--- src/logic/dlc_defines.vh ---
// Register map, field positions, reset values and codes for the data-link control block
`ifndef DLC_DEFINES_VH
`define DLC_DEFINES_VH
// Register addresses
`define DLC_ADDR_W 8
`define DLC_ADDR_PRCTL 8'h00
`define DLC_ADDR_DLCTL 8'h01
`define DLC_ADDR_STAT 8'h02
`define DLC_ADDR_RXDATA 8'h03
// Reset values
`define DLC_PRCTL_RST 8'h00
`define DLC_DLCTL_RST 8'h00
// Field positions in the performance report control register
`define DLC_PR_FIRST_FLAG 7
`define DLC_PR_SECOND_FLAG 6
`define DLC_PR_SPARE_ONE 5
`define DLC_PR_SPARE_TWO 4
// Field positions in the data-link control register
`define DLC_DL_CARRIER_EN 7
`define DLC_DL_AUTO_ABORT_DIS 6
`define DLC_DL_RX_CHECK_DIS 5
`define DLC_DL_RX_DUP_DISCARD 4
`define DLC_DL_TX_ABORT 3
`define DLC_DL_SIG_SELECT 0
// Framing format codes
`define DLC_FMT_SF 2'h0
`define DLC_FMT_ESF 2'h1
`define DLC_FMT_CARRIER 2'h2
// Abort pattern: one zero then seven ones, sent MSB first
`define DLC_ABORT_PATTERN 8'h7F
`define DLC_ABORT_BITS 4'h8
// Frame check sequence residue and reflected generator
`define DLC_FCS_INIT 16'hFFFF
`define DLC_FCS_GOOD 16'hF0B8
`define DLC_FCS_POLY 16'h8408
// Receive buffer depth in bytes
`define DLC_RXBUF_DEPTH 16
`define DLC_RXBUF_AW 4
`endif

--- src/logic/dlc_control.v ---
// Data-link controller two: report fields, abort generation, receive check and discard
//
// Contract
// - First flag of each network report carries control bit 7.
// - Second flag of each network report carries control bit 6.
// - First spare bit of each supplementary report carries bit 5.
// - Second spare bit of each supplementary report carries bit 4.
// - Reserved bits of supplementary report come from bits 3..0, reset zero.
// - Carrier enable clear: plain superframe bits, no carrier-format messages.
// - Carrier enable set: carrier-format messages sent and received.
// - Carrier enable honoured only in carrier or extended superframe format.
// - Auto abort sends zero then seven ones on message-to-bit switch.
// - Bit 6 zero enables auto abort; one suppresses it.
// - Receive frame check verified while bit 5 zero, skipped when one.
// - Bit 4 set discards received frames identical to buffered content.
// - Bit 3 set sends continuous ones as abort; clear is normal.
// - Bit 0 picks bit-oriented (0) or message-oriented (1) send.
`timescale 1ns/1ns
`include "dlc_defines.vh"
module dlc_control (
    // Clock and reset
    input wire core_clk,
    input wire reset_n,
    // Register port
    input wire [`DLC_ADDR_W-1:0] reg_addr,
    input wire [7:0] reg_wdata,
    input wire reg_wr,
    input wire reg_rd,
    output reg [7:0] reg_rdata,
    // Framing format from the framer core
    input wire [1:0] frame_format,
    // Transmit side
    input wire tx_bit_en,
    input wire tx_msg_bit,
    output reg tx_dl_bit,
    output reg tx_abort_active,
    output wire tx_mos_select,
    output wire tx_carrier_active,
    output wire tx_sf_bits,
    output wire [7:0] tx_network_performance_report_fields,
    output wire [7:0] tx_supplementary_performance_report_fields,
    // Receive side, bytes of one frame from the deframer
    input wire rx_byte_valid,
    input wire [7:0] rx_byte,
    input wire rx_frame_end,
    input wire rx_carrier_msg,
    // Received byte stream to the user
    output wire rx_out_valid,
    input wire rx_out_ready,
    output wire [7:0] rx_out_data,
    output wire rx_byte_ready
);
    reg [7:0] prctl_q;
    reg [7:0] dlctl_q;
    reg sel_prev_q;
    reg [3:0] abort_cnt_q;
    reg [7:0] abort_sh_q;
    reg [15:0] fcs_q;
    reg [7:0] cur_buf [0:`DLC_RXBUF_DEPTH-1];
    reg [7:0] ref_buf [0:`DLC_RXBUF_DEPTH-1];
    reg [`DLC_RXBUF_AW:0] cur_len_q;
    reg [`DLC_RXBUF_AW:0] ref_len_q;
    reg [`DLC_RXBUF_AW:0] push_idx_q;
    reg [`DLC_RXBUF_AW:0] push_len_q;
    reg match_q;
    reg pushing_q;
    reg fcs_err_q;
    reg dup_q;
    reg good_q;
    reg [7:0] frames_q;
    wire fmt_ok;
    wire carrier_on;
    wire dup_now;
    wire fcs_ok;
    wire fifo_in_ready;
    wire rx_take;
    integer i;

    // One byte through the reflected frame check generator
    function [15:0] fcs_byte;
        input [15:0] crc;
        input [7:0] data;
        integer k;
        reg [15:0] c;
        begin
            c = crc ^ {8'h00, data};
            for (k = 0; k < 8; k = k + 1) begin
                c = c[0] ? ((c >> 1) ^ `DLC_FCS_POLY) : (c >> 1);
            end
            fcs_byte = c;
        end
    endfunction

    // Register writes and reads
    always @(posedge core_clk or negedge reset_n) begin
        if (!reset_n) begin
            prctl_q <= `DLC_PRCTL_RST;
            dlctl_q <= `DLC_DLCTL_RST;
            reg_rdata <= 8'h00;
        end else begin
            if (reg_wr && reg_addr == `DLC_ADDR_PRCTL) begin
                prctl_q <= reg_wdata;
            end
            if (reg_wr && reg_addr == `DLC_ADDR_DLCTL) begin
                dlctl_q <= reg_wdata;
            end
            if (reg_rd) begin
                case (reg_addr)
                    `DLC_ADDR_PRCTL: reg_rdata <= prctl_q;
                    `DLC_ADDR_DLCTL: reg_rdata <= dlctl_q;
                    `DLC_ADDR_STAT: reg_rdata <= {3'h0, pushing_q, good_q, dup_q, fcs_err_q, tx_abort_active};
                    `DLC_ADDR_RXDATA: reg_rdata <= frames_q;
                    default: reg_rdata <= 8'h00;
                endcase
            end else begin
                reg_rdata <= 8'h00;
            end
        end
    end

    // Report field images for the report builder
    assign tx_network_performance_report_fields = {prctl_q[`DLC_PR_FIRST_FLAG],
                             prctl_q[`DLC_PR_SECOND_FLAG],
                             6'h00};
    assign tx_supplementary_performance_report_fields = {2'h0,
                             prctl_q[`DLC_PR_SPARE_ONE],
                             prctl_q[`DLC_PR_SPARE_TWO],
                             prctl_q[3:0]};

    // Carrier format qualified by framing format
    assign fmt_ok = (frame_format == `DLC_FMT_CARRIER) || (frame_format == `DLC_FMT_ESF);
    assign carrier_on = dlctl_q[`DLC_DL_CARRIER_EN] & fmt_ok;
    assign tx_carrier_active = carrier_on;
    assign tx_sf_bits = ~carrier_on;
    assign tx_mos_select = dlctl_q[`DLC_DL_SIG_SELECT];

    // Transmit bit path with automatic and forced abort
    always @(posedge core_clk or negedge reset_n) begin
        if (!reset_n) begin
            sel_prev_q <= 1'b0;
            abort_cnt_q <= 4'h0;
            abort_sh_q <= 8'h00;
            tx_dl_bit <= 1'b1;
            tx_abort_active <= 1'b0;
        end else if (tx_bit_en) begin
            sel_prev_q <= dlctl_q[`DLC_DL_SIG_SELECT];
            if (sel_prev_q && !dlctl_q[`DLC_DL_SIG_SELECT] && !dlctl_q[`DLC_DL_AUTO_ABORT_DIS] &&
                abort_cnt_q == 4'h0) begin
                // Message-to-bit switch: zero then seven ones
                tx_dl_bit <= 1'b0;
                abort_sh_q <= `DLC_ABORT_PATTERN; // Bit 7 goes out now, 6..0 follow
                abort_cnt_q <= `DLC_ABORT_BITS - 4'h1;
                tx_abort_active <= 1'b1;
            end else if (abort_cnt_q != 4'h0) begin
                tx_dl_bit <= abort_sh_q[6];
                abort_sh_q <= {abort_sh_q[6:0], 1'b1};
                abort_cnt_q <= abort_cnt_q - 4'h1;
                tx_abort_active <= 1'b1;
            end else if (dlctl_q[`DLC_DL_TX_ABORT]) begin
                tx_dl_bit <= 1'b1;
                tx_abort_active <= 1'b1;
            end else begin
                tx_dl_bit <= tx_msg_bit;
                tx_abort_active <= 1'b0;
            end
        end
    end

    // Receive frame checking and duplicate comparison
    assign rx_take = rx_byte_valid & ~pushing_q & (carrier_on | ~rx_carrier_msg);
    assign rx_byte_ready = ~pushing_q;
    assign fcs_ok = dlctl_q[`DLC_DL_RX_CHECK_DIS] | (fcs_q == `DLC_FCS_GOOD);
    assign dup_now = dlctl_q[`DLC_DL_RX_DUP_DISCARD] & match_q & (cur_len_q == ref_len_q);

    always @(posedge core_clk or negedge reset_n) begin
        if (!reset_n) begin
            fcs_q <= `DLC_FCS_INIT;
            cur_len_q <= {(`DLC_RXBUF_AW+1){1'b0}};
            ref_len_q <= {(`DLC_RXBUF_AW+1){1'b0}};
            push_idx_q <= {(`DLC_RXBUF_AW+1){1'b0}};
            push_len_q <= {(`DLC_RXBUF_AW+1){1'b0}};
            match_q <= 1'b1;
            pushing_q <= 1'b0;
            fcs_err_q <= 1'b0;
            dup_q <= 1'b0;
            good_q <= 1'b0;
            frames_q <= 8'h00;
        end else begin
            if (rx_take && !rx_frame_end) begin
                fcs_q <= fcs_byte(fcs_q, rx_byte);
                if (cur_len_q != `DLC_RXBUF_DEPTH) begin
                    cur_len_q <= cur_len_q + 1'b1;
                    if (cur_len_q >= ref_len_q || ref_buf[cur_len_q[`DLC_RXBUF_AW-1:0]] != rx_byte) begin
                        match_q <= 1'b0;
                    end
                end
            end else if (rx_take && rx_frame_end) begin
                // Frame closed: accept, discard as duplicate, or drop on check failure
                fcs_q <= `DLC_FCS_INIT;
                cur_len_q <= {(`DLC_RXBUF_AW+1){1'b0}};
                match_q <= 1'b1;
                fcs_err_q <= ~fcs_ok;
                dup_q <= fcs_ok & dup_now;
                good_q <= fcs_ok & ~dup_now;
                if (fcs_ok && !dup_now) begin
                    ref_len_q <= cur_len_q;
                    push_len_q <= cur_len_q;
                    push_idx_q <= {(`DLC_RXBUF_AW+1){1'b0}};
                    pushing_q <= (cur_len_q != {(`DLC_RXBUF_AW+1){1'b0}});
                    frames_q <= frames_q + 8'h01;
                end
            end
            if (pushing_q && fifo_in_ready) begin
                push_idx_q <= push_idx_q + 1'b1;
                if (push_idx_q + 1'b1 == push_len_q) begin
                    pushing_q <= 1'b0;
                end
            end
        end
    end

    // Frame bytes in staging; accepted frame copied to reference store
    always @(posedge core_clk) begin
        if (rx_take && !rx_frame_end && cur_len_q != `DLC_RXBUF_DEPTH) begin
            cur_buf[cur_len_q[`DLC_RXBUF_AW-1:0]] <= rx_byte;
        end
        if (rx_take && rx_frame_end && fcs_ok && !dup_now) begin
            for (i = 0; i < `DLC_RXBUF_DEPTH; i = i + 1) begin
                ref_buf[i] <= cur_buf[i];
            end
        end
    end

    // Accepted frames drain through the FIFO
    dlc_fifo #(
        .WIDTH(8),
        .DEPTH(4),
        .AW(2)
    ) u_fifo (
        .core_clk(core_clk),
        .reset_n(reset_n),
        .in_valid(pushing_q),
        .in_ready(fifo_in_ready),
        .in_data(ref_buf[push_idx_q[`DLC_RXBUF_AW-1:0]]),
        .out_valid(rx_out_valid),
        .out_ready(rx_out_ready),
        .out_data(rx_out_data)
    );
endmodule

--- src/logic/dlc_fifo.v ---
// Parameterised valid/ready FIFO for received data bytes
`timescale 1ns/1ns
module dlc_fifo #(
    parameter WIDTH = 8,
    parameter DEPTH = 4,
    parameter AW = 2
) (
    // Clock and reset
    input wire core_clk,
    input wire reset_n,
    // Fill side
    input wire in_valid,
    output wire in_ready,
    input wire [WIDTH-1:0] in_data,
    // Drain side
    output wire out_valid,
    input wire out_ready,
    output wire [WIDTH-1:0] out_data
);
    reg [WIDTH-1:0] mem [0:DEPTH-1];
    reg [AW-1:0] wr_ptr_q;
    reg [AW-1:0] rd_ptr_q;
    reg [AW:0] count_q;
    wire push;
    wire pop;

    // Honest full and empty from the occupancy count
    assign in_ready = (count_q != DEPTH[AW:0]);
    assign out_valid = (count_q != {(AW+1){1'b0}});
    assign out_data = mem[rd_ptr_q];
    assign push = in_valid & in_ready;
    assign pop = out_valid & out_ready;

    // Storage writes
    always @(posedge core_clk) begin
        if (push) begin
            mem[wr_ptr_q] <= in_data;
        end
    end

    // Pointers and count
    always @(posedge core_clk or negedge reset_n) begin
        if (!reset_n) begin
            wr_ptr_q <= {AW{1'b0}};
            rd_ptr_q <= {AW{1'b0}};
            count_q <= {(AW+1){1'b0}};
        end else begin
            if (push) begin
                wr_ptr_q <= (wr_ptr_q == DEPTH[AW-1:0] - 1'b1) ? {AW{1'b0}} : wr_ptr_q + 1'b1;
            end
            if (pop) begin
                rd_ptr_q <= (rd_ptr_q == DEPTH[AW-1:0] - 1'b1) ? {AW{1'b0}} : rd_ptr_q + 1'b1;
            end
            if (push && !pop) begin
                count_q <= count_q + 1'b1;
            end else if (pop && !push) begin
                count_q <= count_q - 1'b1;
            end
        end
    end
endmodule

--- config.mk ---
export PLATFORM = sky130hd
export DESIGN_NAME = dlc_control
export DESIGN_NICKNAME = d
export VERILOG_FILES = /design/src/logic/dlc_control.v /design/src/logic/dlc_fifo.v
export VERILOG_INCLUDE_DIRS = /design/src /design/src/logic
export SDC_FILE = /design/constraint.sdc
export NUM_CORES = 1
export LEC_CHECK = 0
export BUFFER_PORTS_ARGS = -buffer_cell sky130_fd_sc_hd__buf_2
export CELL_PAD_IN_SITES_DETAIL_PLACEMENT = 1
export CELL_PAD_IN_SITES_GLOBAL_PLACEMENT = 2
export CORE_MARGIN = 10
export CORE_UTILIZATION = 47
export DETAILED_ROUTE_END_ITERATION = 16
export GPL_ROUTABILITY_DRIVEN = 0
export GPL_TIMING_DRIVEN = 0
export PLACE_DENSITY_LB_ADDON = 0.2
export SETUP_SLACK_MARGIN = 0.5
export SLEW_MARGIN = 20
export SYNTH_ARGS = -nofsm -noshare
export SYNTH_HDL_FRONTEND = slang
export SYNTH_SLANG_ARGS = --single-unit
--- constraint.sdc ---
create_clock -name core_clk -period 4.9 [get_ports core_clk]
set_clock_uncertainty 0.15 [all_clocks]
set_input_delay 0.245 -clock core_clk [delete_from_list [all_inputs] [get_ports core_clk]]
set_output_delay 0.245 -clock core_clk [all_outputs]
set_load 0.05 [all_outputs]
After elaboration in Yosys (flattened, before gate mapping)
Memory sizes are Yosys's and may differ from the RTL's.
Cells that the tools add are included.

cells by class
  multiplexer cells = 48
  order comparisons = 1
  reductions and logical operators = 38
  eq/ne operators = 16
  bitwise gates (word level) = 26
  $add $sub $neg = 8

operators with widths
  operator                count
  $mux W16                10
  $mux W5                 7
  $pmux W8 S4             1
  $not A2 Y3              8
  $mux W1                 21
  $eq A16 B16 Y1 const B  1
  $eq A8 B2 Y1 const B    2
  $xor A16 B8 Y16         1
  $logic_and A1 B1 Y1     14
  $mux W7                 2
  $add A5 B1 Y5 const B   2
  $eq A5 B5 Y1            2
  $reduce_bool A2 Y1      5
  $and A1 B1 Y1           9
  $reduce_and A3 Y1       3
  $add A8 B1 Y8 const B   1
  $eq A8 B1 Y1 const B    1
  $logic_not A8 Y1        1
  $mux W4                 2
  $mux W8                 1
  $ne A8 B8 Y1            1
  $eq A2 B2 Y1 const B    3
  $logic_not A1 Y1        6
  $mux W3                 2
  19 further kinds        31

word-level totals
  RAM bits = 288
  logic and storage cells = 161
  memories = 3
  input port bits = 36
  output and inout bits = 39
  bits in registers = 89

memories
  memory      depth  width  rd ports  clocked after memory_dff  wr ports  line              RTL
  cur_buf     16     8      16        0                         1         dlc_control.v:59  reg [7:0] cur_buf [0:`DLC_RXBUF_DEPTH-1];
  ref_buf     16     8      2         0                         16        dlc_control.v:60  reg [7:0] ref_buf [0:`DLC_RXBUF_DEPTH-1];
  u_fifo.mem  4      8      1         0                         1         dlc_fifo.v:20     reg [WIDTH-1:0] mem [0:DEPTH-1];

Logic depth before layout (Yosys ltp)
  word-level depth = 18
  gate-level depth with buffers = 11
  mapped depth without buffers = 10

Cells and area by module
Synthesis repeated with hierarchy kept, for this count alone.

unflattened totals
  cell total of the unflattened synthesis = 881
  area total of the unflattened synthesis = 15615.0 um^2

by module, submodules not included
  module       seq. area each (um^2)  cells an instance  instances  area each (um^2)
  dlc_control  9761.9                 802                1          14015.9
  dlc_fifo     1136.1                 79                 1          1599.0

Worst setup path before layout
OpenSTA, ideal clock, no wires.

  path type = in2reg
  start point = in frame_format[1]
  end point = mem ref_buf[0][0] (enable)
  data required time = 4318 ps
  setup time = 432 ps
  data arrival time = 3210 ps
  stages on the path = 6
  setup slack = 1108 ps
  buffers on the path = 1
  path through = xor2_1 nand2_1 a211oi_4 nand4b_1 inv_1 buf_2

RTL lines
  what         line              RTL
  from (decl)  dlc_control.v:31  input wire [1:0] frame_format,
  to (decl)    dlc_control.v:60

Worst setup path in the final report
  start point = reg cur_len_q[2]
  end point = mem cur_buf[7][3] (enable)

on the way
  cells in the longest elaborated chain, start to end = 4

RTL lines
  what                           line               RTL
  from (decl)                    dlc_control.v:61   reg [`DLC_RXBUF_AW:0] cur_len_q;
  from (signal assigned)         dlc_control.v:178  cur_len_q <= {(`DLC_RXBUF_AW+1){1'b0}};
  from (signal assigned)         dlc_control.v:192  cur_len_q <= cur_len_q + 1'b1;
  from (signal assigned)         dlc_control.v:200  cur_len_q <= {(`DLC_RXBUF_AW+1){1'b0}};
  $ne A5 B5 Y1 (no line)         n/a
  $logic_and A1 B1 Y1 (no line)  n/a
  $mux W1                        dlc_control.v:224  if (rx_take && !rx_frame_end && cur_len_q != `DLC_RXBUF_DEPTH) begin
  $mux W1                        dlc_control.v:225  cur_buf[cur_len_q[`DLC_RXBUF_AW-1:0]] <= rx_byte;
  to (decl)                      dlc_control.v:59

Parallel ways exist; a longest one is shown, timed or not.

==> reports/qor.yml <==
synth_commonest_cells: "edfxtp_1, dfrtp_1, mux4_2"
worstHoldPathType: "input pin to flip-flop"
crit_slowest_cell: "nor4_1"
dp_hpwl_um: 26000
rsz0062_at_grt: "false"
io_buffers: 65
synth_area_leaders: "edfxtp_1, dfrtp_1, mux4_2, dfstp_2, mux4_1"
power_per_cell_area_nw_per_um2: 512
via_count: 8418
hold_viol: 0
dieHeight_um: 203
setup_viol: 0
cp_max_fo: 10
htree_levels: 2
holdBufCountCts: 16
initial_core_util_pct: 48.0
crit_path_max_incr_delay_ns: 0.72
crit_path_start_kind: "flip-flop"
chipWidth_um: 203
p_leak_nw: 6.61
viasPerCell: 5.61
ios: 75
synth_flop_cell: "edfxtp_1"
yosys.area.top_type: "edfxtp_1"
grt_pass1_wl_um: 58100
dr.pass1.iters: 5
coreArea_um2: 32800
status: "completed"
dr.first_iter.drc_count: 510
fin_crit_ns: 3.60
cts_tree: "yes"
die_area_um2: 41200
fillCellCount: 3009
place_area_um2: 16800
post-cts-setup-buffers: 0
dp.cells: 1414
path_clk_slew_ns: 0.06
ctsResizeCount: 0
slew-limit-headroom_pct: 33.8
crit_type: "flip-flop to flip-flop"
total_power_mw: 9.35
drive_gt1_share_pct: 25.5
end_kind: "flip-flop"
clkLatencyLatePin_ns: 0.54
hold_slack_ns: 0.0356
grt_usage_pct: 18.7
antenna_found_initial: 0
fin_cells: 1501
syn2layout_area_growth_pct: 16.1
crit_required_ns: 4.92
overflow: 0
vdd_drop_max_mv: 0.313
clock-sinks: 377
synth_warnings: 0
final_nets: 1086
synth_enable_flop_cells: 288
syn_inst: 893
ys_types: 60
fp-row-count: 66
timing.final.ws_setup_ns: 1.30
num_antenna_cells: 0
worst_pin_slew_ns: 0.993
totalWireLength_um: 38000
synthArstFlopShare_pct: 23.6
synth_top_area_share_pct: 55.0
grt_pass1_vias: 9191
synth.cell_area_um2: 15700
seq_area_frac_synth_pct: 69.3
slew_violations: 0
clock-root-buffer: "clkbuf_16"
cts_made_buffers: 40
ant_nets: 0
cts_max_path_buffers: 3
synth_seq_cells: 377
cap_violations: 0
syn_area_per_cell_um2: 17.6
finalInstanceArea_um2: 18300
wl_per_cell_um: 25.3
yosysMostFrequentCell: "edfxtp_1"
arrival_ns: 3.62
layout_worst_path_cycle_share_pct: 73.4
drc: 0
path_cells: "clkbuf_1 > inv_1 > buf_1 > nor4_1 > and2_1"
dp_slack_ns: 1.35
grt_max_degree: 75
fmax_ghz: 0.278
power breakdown:
part | switching (mW) | leakage, nW | internal, mW | total (mW)
Combinational | 1.40 | 2.30 | 0.960 | 2.36
Sequential | 0.153 | 3.66 | 3.72 | 3.88
Clock | 1.21 | 0.653 | 1.90 | 3.11
cell families after synthesis:
logic type / synth area share (%)
DFF: 69.3
adders and majority gates: 1.64
xor gates and xnor gates: 2.78
AOI/OAI and AO/OA: 3.67
and+or+nand+nor: 5.09
buffers and inverters: 2.24
muxes: 15.3
other: 0.0238
cells in the final DEF, fill, tap and decap left out, drive strengths merged, types with 12 or more instances in the layout:
master | netlist | layout
ha | 19 | 19
nor2 | 42 | 42
mux2i | 12 | 12
clkbuf | 22 | 77
a21oi | 24 | 24
buf | 25 | 97
nor3 | 15 | 15
dfrtp | 71 | 71
xor2 | 20 | 20
nand2 | 44 | 44
and3 | 12 | 12
inv | 26 | 26
xnor2 | 30 | 30
dfstp | 18 | 18
dlygate4sd3 | 0 | 16
mux4 | 87 | 87
o21ai | 17 | 17
edfxtp | 288 | 288
mux2 | 23 | 23
per-layer routing:
layer / vias up / global-route usage (%) / part of all wire (%)
met2: 220 / 30.7 / 49
met1: 4364 / 25.1 / 44
met3: 69 / 3.07 / 5.1
li1: 3765 / - / -
met5: - / 0 / 0
met4: 0 / 5.62 / 2.6
stage by stage:
step / setup TNS [ns] / utilization [%]
final: 0 / 55.7
after CTS: 0 / 55.7
after detailed placement: 0 / 51.1
after global placement: -4.39 / 50.7
after floorplan: 0 / -
after global routing: 0 / 55.7
worst max-delay path, delay by kind of cell (launching register included):
family | cells | cell delay (ns)
simple gates | 2 | 1.36
buf+inv | 3 | 1.29
flops | 1 | 0.44
final cells by class:
| class | instances | area [µm²] | area share [%] |
|---|---|---|---|
| Inverter | 26 | 97.6 | 0.534 |
| Multi-Input combinational cell | 450 | 4530 | 24.8 |
| Timing Repair Buffer | 88 | 578 | 3.16 |
| Buffer | 47 | 265 | 1.45 |
| Clock buffer | 55 | 1110 | 6.07 |
| Sequential cell | 377 | 10900 | 59.6 |
| Tap cell | 442 | 553 | 3.03 |
| Clock inverter | 16 | 239 | 1.31 |
flip-flops by register name, summed over array words and instances (netlist names), 2 cells and up:
| name | cells |
|---|---|
| cur_buf | 128 |
| push_idx_q | 5 |
| ref_buf | 128 |
| prctl_q | 8 |
| push_len_q | 5 |
| u_fifo.wr_ptr_q | 2 |
| u_fifo.mem | 32 |
| u_fifo.rd_ptr_q | 2 |
| abort_cnt_q | 4 |
| cur_len_q | 5 |
| fcs_q | 16 |
| dlctl_q | 8 |
| frames_q | 8 |
| u_fifo.count_q | 3 |
| reg_rdata | 8 |
| abort_sh_q | 7 |
final timing paths:
check                                    start              to  slack [ns]  cells after the start
worst max register to register    cur_len_q[2]   cur_buf[7][3]        1.30                      5
max in group asynchronous              reset_n    cur_len_q[4]        3.39                      3
min in group asynchronous              reset_n         match_q        0.12                      2
worst min-delay path                rx_byte[7]  cur_buf[11][7]        0.04                      1
worst max-delay path              cur_len_q[2]   cur_buf[7][3]        1.30                      5
worst min register to register  cur_buf[12][2]  ref_buf[12][2]        0.26                      0
No activity file was read; power rests on OpenSTA's default activity.
